**src/hw/cii_pkg.sv**
```systemverilog
/*
  Shared constants for the card interface control port: serial timing,
  slave address, control and status bit positions, state codes.
  Assumes a 200 MHz system clock.
*/
package cii_pkg;
  // ==========================================================
  // Clocking and spike filter
  localparam int CII_CLK_NS = 5;
  localparam int CII_SPIKE_NS = 50;
  localparam int CII_SPIKE_CYC = (CII_SPIKE_NS + CII_CLK_NS - 1) / CII_CLK_NS;

  // ==========================================================
  // Slave address, byte form with direction bit at zero
  localparam logic [7:0] CII_ADDR_BASE = 8'h40;

  // ==========================================================
  // card_session_control layout
  localparam logic [7:0] CII_CTRL_RESET = 8'h00;
  localparam int CII_CB_SESSION = 0;
  localparam int CII_CB_WARM = 1;
  localparam int CII_CB_VSEL3V = 2;
  localparam int CII_CB_CLKSTOP = 3;
  localparam int CII_CB_STOPLVL = 4;
  localparam int CII_CB_DIV_LO = 5;
  localparam int CII_CB_DIV_HI = 6;
  localparam int CII_CB_IO_EN = 7;

  // ==========================================================
  // Card clock divide codes
  localparam logic [1:0] CII_DIV8 = 2'b00;
  localparam logic [1:0] CII_DIV4 = 2'b01;
  localparam logic [1:0] CII_DIV2 = 2'b10;
  localparam logic [1:0] CII_DIV1 = 2'b11;

  // ==========================================================
  // Status byte layout
  localparam int CII_SB_PRES = 0;
  localparam int CII_SB_PRESL = 1;
  localparam int CII_SB_IO = 2;
  localparam int CII_SB_SUPL = 3;
  localparam int CII_SB_PROT = 4;
  localparam int CII_SB_MUTE = 5;
  localparam int CII_SB_EARLY = 6;
  localparam int CII_SB_ACTIVE = 7;

  // ==========================================================
  // Serial slave states
  localparam logic [3:0] CII_BITS_BYTE = 4'h8;
  typedef enum logic [7:0] {
    CII_ST_IDLE = 8'b0000_0001,
    CII_ST_ADDR = 8'b0000_0010,
    CII_ST_AACK = 8'b0000_0100,
    CII_ST_WR = 8'b0000_1000,
    CII_ST_WACK = 8'b0001_0000,
    CII_ST_RD = 8'b0010_0000,
    CII_ST_RACK = 8'b0100_0000,
    CII_ST_SKIP = 8'b1000_0000
  } cii_state_t;
endpackage

```
**src/hw/cii_line_if.sv**
```systemverilog
/*
  Filtered serial line: level plus one-cycle edge pulses.
  Driven by the spike filter, read by the slave logic on clk_sys.
*/
`timescale 1ns/1ps
interface cii_line_if;
  logic lvl;
  logic rise;
  logic fall;
  modport filt (output lvl, output rise, output fall);
  modport user (input lvl, input rise, input fall);
endinterface

```
**src/hw/cii_spike_filter.sv**
```systemverilog
/*
  Three-flop synchroniser and spike filter for one serial bus pin.
  Assumes pin_in is asynchronous to clk_sys; idle bus level is high.
*/
`timescale 1ns/1ps
module cii_spike_filter #(
  parameter int CYC = cii_pkg::CII_SPIKE_CYC
) (
  input wire logic clk_sys,
  input wire logic nrst,
  input wire logic pin_in,
  cii_line_if.filt line
);
  import cii_pkg::*;

  localparam int CW = $clog2(CYC + 1);

  typedef struct packed {
    logic [2:0] s;
    logic [CW-1:0] cnt;
    logic lvl;
    logic rise;
    logic fall;
  } cii_filt_t;

  cii_filt_t r;
  cii_filt_t n;

  // ==========================================================
  // Filter
  always_comb begin
    n = r;
    n.s = {r.s[1:0], pin_in};
    n.rise = 1'b0;
    n.fall = 1'b0;
    if (r.s[1] != r.s[2] || r.s[2] == r.lvl) begin
      n.cnt = '0;
    end else if (r.cnt == CW'(CYC)) begin
      n.lvl = r.s[2];
      n.rise = r.s[2];
      n.fall = ~r.s[2];
      n.cnt = '0;
    end else begin
      n.cnt = r.cnt + 1'b1;
    end
  end

  always_ff @(posedge clk_sys or negedge nrst) begin
    if (!nrst) begin
      r <= '{s: 3'b111, cnt: '0, lvl: 1'b1, rise: 1'b0, fall: 1'b0};
    end else begin
      r <= n;
    end
  end

  assign line.lvl = r.lvl;
  assign line.rise = r.rise;
  assign line.fall = r.fall;
endmodule

```
**src/hw/cii_card_ctrl.sv**
```systemverilog
/*
  Serial slave port of a smart-card interface: one control byte written,
  one status byte read, card clock divider and host I/O gate.
  Assumes status inputs come from logic on clk_sys; bus pins and straps
  are asynchronous; Clkin of the card clock is clk_sys.
*/
`timescale 1ns/1ps

// Contract
// - Answer only to address 0x40 plus twice the three-bit strap value.
// - Address byte: upper seven bits address, bit zero the direction.
// - Writing session bit one starts activation; zero starts deactivation. Code requests each only when the bit changes value.
// - Warm reset bit starts warm reset; hardware clears it on answer or mute.
// - Control bit 2 selects card supply: one is 3 V, zero is 5 V.
// - Clock stop bit holds the card clock at the chosen level.
// - Stop level bit: one holds clock high, zero holds it low.
// - Bits 6:5 divide card clock by eight, four, two or one.
// - I/O enable passes card I/O to host line, else line floats.
// - Power-on reset clears the control byte to zero.
// - Write: START, address with direction zero, device acknowledges low.
// - Then eight data bits go to control byte, device acknowledges low.
// - Spikes up to 50 ns on clock and data are ignored.
// - Read: device acknowledges, sends status byte, master NACKs then STOP.
// - Presence change and fault bits latch until read, drive interrupt.
module cii_card_ctrl (
  input wire logic clk_sys,
  input wire logic nrst,
  input wire logic scl_in,
  input wire logic sda_in,
  output logic sda_out,
  output logic sda_oe,
  input wire logic addr_strap_bit0,
  input wire logic addr_strap_bit1,
  input wire logic addr_strap_bit2,
  input wire logic card_present,
  input wire logic card_io_in,
  input wire logic supply_fault,
  input wire logic prot_fault,
  input wire logic card_mute,
  input wire logic card_early,
  input wire logic card_active,
  input wire logic card_answering,
  output logic host_side_card_io_out,
  output logic host_side_card_io_oe,
  output logic [7:0] ctrl_byte,
  output logic activate_req,
  output logic deactivate_req,
  output logic warm_reset_req,
  output logic vcc_sel_3v,
  output logic card_clk,
  output logic int_n
);
  import cii_pkg::*;

  typedef struct packed {
    cii_state_t st;
    logic [3:0] bcnt;
    logic [7:0] sh;
    logic rw;
    logic sda_drv;
    logic [7:0] ctrl;
    logic act;
    logic deact;
    logic warm;
    logic presl;
    logic supl;
    logic prot;
    logic pres_d;
    logic mute_d;
    logic [2:0] div;
    logic cclk;
    logic io_q;
    logic [2:0] sp1;
    logic [2:0] sp2;
    logic [2:0] sp3;
    logic [2:0] adr;
  } cii_main_t;

  cii_main_t r;
  cii_main_t n;

  // ==========================================================
  // Bus pin filters
  cii_line_if scl ();
  cii_line_if sda ();

  cii_spike_filter #(.CYC(CII_SPIKE_CYC)) u_scl_filt (
    .clk_sys(clk_sys),
    .nrst(nrst),
    .pin_in(scl_in),
    .line(scl.filt)
  );

  cii_spike_filter #(.CYC(CII_SPIKE_CYC)) u_sda_filt (
    .clk_sys(clk_sys),
    .nrst(nrst),
    .pin_in(sda_in),
    .line(sda.filt)
  );

  // ==========================================================
  // Combinational helpers
  logic bus_start;
  logic bus_stop;
  logic addr_hit;
  logic commit;
  logic rd_clear;
  logic div_bit;
  logic [7:0] status_byte;

  assign bus_start = sda.fall & scl.lvl;
  assign bus_stop = sda.rise & scl.lvl;
  assign addr_hit = r.sh[7:1] == (CII_ADDR_BASE[7:1] | {4'h0, r.adr});

  always_comb begin
    status_byte = 8'h00;
    status_byte[CII_SB_PRES] = card_present;
    status_byte[CII_SB_PRESL] = r.presl;
    status_byte[CII_SB_IO] = card_io_in;
    status_byte[CII_SB_SUPL] = r.supl;
    status_byte[CII_SB_PROT] = r.prot;
    status_byte[CII_SB_MUTE] = card_mute;
    status_byte[CII_SB_EARLY] = card_early;
    status_byte[CII_SB_ACTIVE] = card_active;
  end

  always_comb begin
    case (r.ctrl[CII_CB_DIV_HI:CII_CB_DIV_LO])
      CII_DIV8: div_bit = r.div[2];
      CII_DIV4: div_bit = r.div[1];
      default: div_bit = r.div[0];
    endcase
  end

  // ==========================================================
  // Next state
  always_comb begin
    n = r;
    commit = 1'b0;
    rd_clear = 1'b0;
    n.act = 1'b0;
    n.deact = 1'b0;
    n.warm = 1'b0;
    n.sp1 = {addr_strap_bit2, addr_strap_bit1, addr_strap_bit0};
    n.sp2 = r.sp1;
    n.sp3 = r.sp2;
    n.adr = (r.sp2 == r.sp3) ? r.sp3 : r.adr;
    case (r.st)
      CII_ST_ADDR: begin
        if (scl.rise) begin
          n.sh = {r.sh[6:0], sda.lvl};
          n.bcnt = r.bcnt + 1'b1;
        end else if (scl.fall && r.bcnt == CII_BITS_BYTE) begin
          if (addr_hit) begin
            n.st = CII_ST_AACK;
            n.rw = r.sh[0];
            n.sda_drv = 1'b1;
          end else begin
            n.st = CII_ST_SKIP;
          end
        end
      end
      CII_ST_AACK: begin
        if (scl.fall) begin
          n.bcnt = 4'h0;
          if (r.rw) begin
            n.st = CII_ST_RD;
            n.sh = status_byte;
            n.sda_drv = ~status_byte[7];
            rd_clear = 1'b1;
          end else begin
            n.st = CII_ST_WR;
            n.sda_drv = 1'b0;
          end
        end
      end
      CII_ST_WR: begin
        if (scl.rise) begin
          n.sh = {r.sh[6:0], sda.lvl};
          n.bcnt = r.bcnt + 1'b1;
        end else if (scl.fall && r.bcnt == CII_BITS_BYTE) begin
          commit = 1'b1;
          n.st = CII_ST_WACK;
          n.sda_drv = 1'b1;
        end
      end
      CII_ST_WACK: begin
        if (scl.fall) begin
          n.st = CII_ST_SKIP;
          n.sda_drv = 1'b0;
        end
      end
      CII_ST_RD: begin
        if (scl.fall) begin
          if (r.bcnt == CII_BITS_BYTE - 4'h1) begin
            n.st = CII_ST_RACK;
            n.sda_drv = 1'b0;
          end else begin
            n.sh = {r.sh[6:0], 1'b0};
            n.sda_drv = ~r.sh[6];
            n.bcnt = r.bcnt + 1'b1;
          end
        end
      end
      CII_ST_RACK: begin
        if (scl.fall) begin
          n.st = CII_ST_SKIP;
        end
      end
      CII_ST_IDLE, CII_ST_SKIP: begin
        n.sda_drv = 1'b0;
      end
      default: begin
        n.st = CII_ST_IDLE;
        n.sda_drv = 1'b0;
      end
    endcase
    if (bus_start) begin
      n.st = CII_ST_ADDR;
      n.bcnt = 4'h0;
      n.sda_drv = 1'b0;
    end else if (bus_stop) begin
      n.st = CII_ST_IDLE;
      n.sda_drv = 1'b0;
    end

    // Control byte update, write wins over hardware clear
    n.mute_d = card_mute;
    if (card_answering || (card_mute && !r.mute_d)) begin
      n.ctrl[CII_CB_WARM] = 1'b0;
    end
    if (commit) begin
      n.ctrl = r.sh;
      n.act = r.sh[CII_CB_SESSION] & ~r.ctrl[CII_CB_SESSION];
      n.deact = ~r.sh[CII_CB_SESSION] & r.ctrl[CII_CB_SESSION];
      n.warm = r.sh[CII_CB_WARM];
    end

    // Latched status, set wins over read clear
    n.pres_d = card_present;
    if (rd_clear) begin
      n.presl = 1'b0;
      n.supl = 1'b0;
      n.prot = 1'b0;
    end
    n.presl = n.presl | (card_present != r.pres_d);
    n.supl = n.supl | supply_fault;
    n.prot = n.prot | prot_fault;

    // Card clock and host I/O path
    n.div = r.div + 3'h1;
    n.cclk = r.ctrl[CII_CB_CLKSTOP] ? r.ctrl[CII_CB_STOPLVL] : div_bit;
    n.io_q = card_io_in;
  end

  always_ff @(posedge clk_sys or negedge nrst) begin
    if (!nrst) begin
      r <= '0;
      r.st <= CII_ST_IDLE;
      r.ctrl <= CII_CTRL_RESET;
    end else begin
      r <= n;
    end
  end

  // ==========================================================
  // Outputs
  assign sda_out = 1'b0;
  assign sda_oe = r.sda_drv;
  assign ctrl_byte = r.ctrl;
  assign activate_req = r.act;
  assign deactivate_req = r.deact;
  assign warm_reset_req = r.warm;
  assign vcc_sel_3v = r.ctrl[CII_CB_VSEL3V];
  assign host_side_card_io_out = r.io_q;
  assign host_side_card_io_oe = r.ctrl[CII_CB_IO_EN];
  assign int_n = ~(r.presl | r.supl | r.prot);
  assign card_clk = (!r.ctrl[CII_CB_CLKSTOP] &&
                     r.ctrl[CII_CB_DIV_HI:CII_CB_DIV_LO] == CII_DIV1) ? clk_sys : r.cclk;
endmodule

```
**config.mk**
```make
export PLATFORM = sky130hd
export DESIGN_NAME = cii_card_ctrl
export DESIGN_NICKNAME = d
export VERILOG_FILES = /design/src/hw/cii_pkg.sv /design/src/hw/cii_line_if.sv /design/src/hw/cii_spike_filter.sv /design/src/hw/cii_card_ctrl.sv
export SDC_FILE = /design/constraint.sdc
export NUM_CORES = 1
export LEC_CHECK = 0
export BUFFER_PORTS_ARGS = -buffer_cell sky130_fd_sc_hd__buf_2
export CORE_UTILIZATION = 45
export DETAILED_ROUTE_END_ITERATION = 10
export PLACE_DENSITY = 0.74
export SYNTH_ARGS = -nofsm -noshare
export SYNTH_HDL_FRONTEND = slang
export SYNTH_SLANG_ARGS = --single-unit
```
**constraint.sdc**
```tcl
create_clock -name clk_sys -period 5.95 [get_ports clk_sys]
set_input_delay 0.2975 -clock clk_sys [delete_from_list [all_inputs] [get_ports clk_sys]]
set_output_delay 0.2975 -clock clk_sys [all_outputs]
set_load 0.05 [all_outputs]
```
==> results.yml <==
sta:
  skew_ns: 0.0107
  worstMarginPinSlew_ns: 1.16
  hold_viol: 0
  rsz0062_at_grt: "no"
  slew_violations: 0
  relSlewSlack_pct: 22.1
  finalSetupViolCount: 0
  setup-tns-final_ns: 0
  setup_ws_ns: 2.00
clock_network:
  cts-resized-gates: 0
  clock_latency_ns: 0.46
  path_clk_slew_ns: 0.08
  cts_tree: "yes"
  cts_setup_buffers: 0
route:
  drt_wl_total_microns: 6900
  vias_per_cell: 5.31
  wl_per_cell_microns: 14.6
  vias: 2512
  drc: 0
  antenna_left: 0
  dr.pass1.iters: 4
  drtIter0Drc: 138
synthesis:
  synth-seq-cells: 75
  ys_seq_area_share_pct: 53.0
  synth_area_per_cell_sq_um: 10.7
  syn_inst: 333
  syn-cell-area_sq_um: 3560
  ys.warnings.count: 0
  synth_cell_type_count: 53
  syn_nets: 353
  synthArstFlopShare_pct: 100
  synth-edff-count: 0
  synth_ff_type: "dfrtp_1"
cells_and_area:
  final_util_pct: 52.5
  diodes: 0
  instances_no_fill: 473
  nets: 386
  drive_gt1_share_pct: 20.5
  n_fill_cell: 710
  area_delta_synth_final_pct: 13.1
pwr:
  p_leak_nw: 1.82
  ir_drop_uv: 169
  p_per_area_nw_per_um2: 250
die:
  start_util_pct: 46.4
  die_width_microns: 91
  core_sq_um: 7690
  dieArea_sq_um: 8280
  row_count: 32
  ioPinCount: 33
  die_h_microns: 91
run:
  drv_cap: 0
worst_setup_path:
  cp_slowest_stage_delay_ns: 0.25
  rr_endpoint: "r[45]"
  critPathKind: "clk -> out"
  required_ns: 5.65
  cp_slowest_cell: "mux2_2"
  crit_path_end_kind: "primary output"
  crit_top_cell: "clkbuf_8"
  critical_path.max_fanout: 2
  r2r_cells: 6
  r2r_slack_ns: 3.54
  start_kind: "clock port"
  worstPathArrival_ns: 3.65
  r2r-start: "r[51]"
  crit_path_cell_trace: "clkbuf_8 -> clkbuf_8 -> mux2_2 -> buf_2"
global_routing:
  grt_max_degree: 76
  grt_pass1_vias: 2497
  antenna_found_initial: 0
  grt_pass1_wl_microns: 11700
  track_usage_pct: 18.5
  grt_overflow_total: 0
min_path:
  hold_class: "in -> reg"
  whs_endpoint: "r[20]"
  min_path_cells: 2
  min-delay-start: "supply_fault"
placed_design:
  place_congestion: 0.933
  place_hpwl_microns: 4760
  io_buffers: 31
  preCtsSetupSlack_ns: 2.24
  place_inst: 445
run_status:
  run_status: "finished, final reports clean"
-- metal layers --
layer,GRT usage [%],vias to the layer above,part of all wire (%)
met5,0,-,0
met4,8.07,0,1.5
met3,6.62,12,6.7
met2,28.2,81,47
met1,23.9,1209,45
li1,-,1210,-
-- cells in the final DEF, fill, tap and decap left out, types with 8 or more instances in the layout --
cell | netlist | routed
buf_2 | 7 | 31
xnor2_1 | 8 | 8
xor2_1 | 10 | 10
dlygate4sd3_1 | 0 | 9
clkbuf_8 | 0 | 12
nor3_1 | 8 | 8
mux2_1 | 9 | 9
mux2i_1 | 13 | 13
dfrtp_1 | 66 | 66
inv_1 | 12 | 12
nand2_1 | 23 | 23
nand3_1 | 8 | 8
a21oi_1 | 18 | 18
o21ai_0 | 15 | 15
dfstp_2 | 9 | 9
nor2_1 | 39 | 39
-- synth_stat cells, types with 3 or more instances --
library cell  instances  area [sq um]
dfrtp_1              66          1650
mux2_2                5          56.3
o22ai_1               3          18.8
o21ai_0              15          75.1
nor3b_1               6          45.0
xnor2_1               8          70.1
ha_1                  5          62.6
buf_2                 7          35.0
a22oi_1               3          22.5
o21ai_1               5          25.0
a21oi_1              18          90.1
xor2_1               10          87.6
nand2b_1              5          31.3
buf_4                10          75.1
nand3_1               8          40.0
nor2_1               39           146
nand2_1              23          86.3
clkbuf_1              3          11.3
nor2b_1               3          18.8
inv_1                12          45.0
nor3_1                8          40.0
dfstp_2               9           236
mux2i_1              13           130
mux2_1                9           101
-- worst max-delay path, delay by kind of cell --
family | cells | cell delay, ns
buf+inv | 3 | 0.44
mux | 1 | 0.25
-- worst max path at each step --
stage | cells past startpoint | slack, ns | to | from
floorplan | 1 | 2.30 | card_clk | clk_sys
global placement | 2 | 2.24 | card_clk | clk_sys
detailed placement | 2 | 2.24 | card_clk | clk_sys
CTS | 4 | 2.00 | card_clk | clk_sys
global route | 4 | 1.99 | card_clk | clk_sys
finish | 4 | 2.00 | card_clk | clk_sys
-- through the flow --
stage	total power, mW	hold slack, ns	instance area (sq um)
global route	1.06	0.0113	4030
floorplan	0.567	0.00191	3560
detailed placement	0.590	0.335	3710
CTS	1.02	0.000234	4020
finish	1.01	0.0143	4030
global placement	0.586	0.332	3710
-- power breakdown --
part	switching (mW)	total (mW)	internal [mW]
logic	0.0250	0.0452	0.0202
registers	0.0118	0.537	0.525
clock network	0.221	0.427	0.206
-- layout make-up --
class / instances / area (sq um) / area share, %
Sequential cell: 75 / 1890 / 46.8
Multi-Input combinational cell: 224 / 1490 / 36.9
Timing Repair Buffer: 40 / 248 / 6.14
Clock buffer: 13 / 170 / 4.22
Tap cell: 102 / 128 / 3.16
Clock inverter: 7 / 66.3 / 1.64
Inverter: 12 / 45.0 / 1.12
-- registers in the layout (all words and copies together), names as in the netlist, 2 cells and up --
| register | cells |
|---|---|
| u_sda_filt.n | 2 |
| u_sda_filt.r | 5 |
| u_scl_filt.r | 5 |
| u_scl_filt.n | 2 |
| ctrl_byte | 8 |
| r | 36 |
| n | 6 |
-- cells by family (layout without fill, tap and decap cells) --
group                      after synthesis  in the layout  share of synthesized area, %
AOI/OAI and AO/OA                       61             61                          10.6
xor gates and xnor gates                18             18                          4.42
other                                    1              1                         0.105
and+or+nand+nor                        112            112                          16.7
DFF                                     75             75                          53.0
buffers and inverters                   34             72                          5.30
adders and majority gates                5              5                          1.76
muxes                                   27             27                          8.07
-- repair_timing --
item,4_1_cts,5_1_grt
hold buffers,8,1
endpoints found under the hold margin,8,1
endpoints found under the setup margin,0,0
Power figures use the tool's default switching activity.
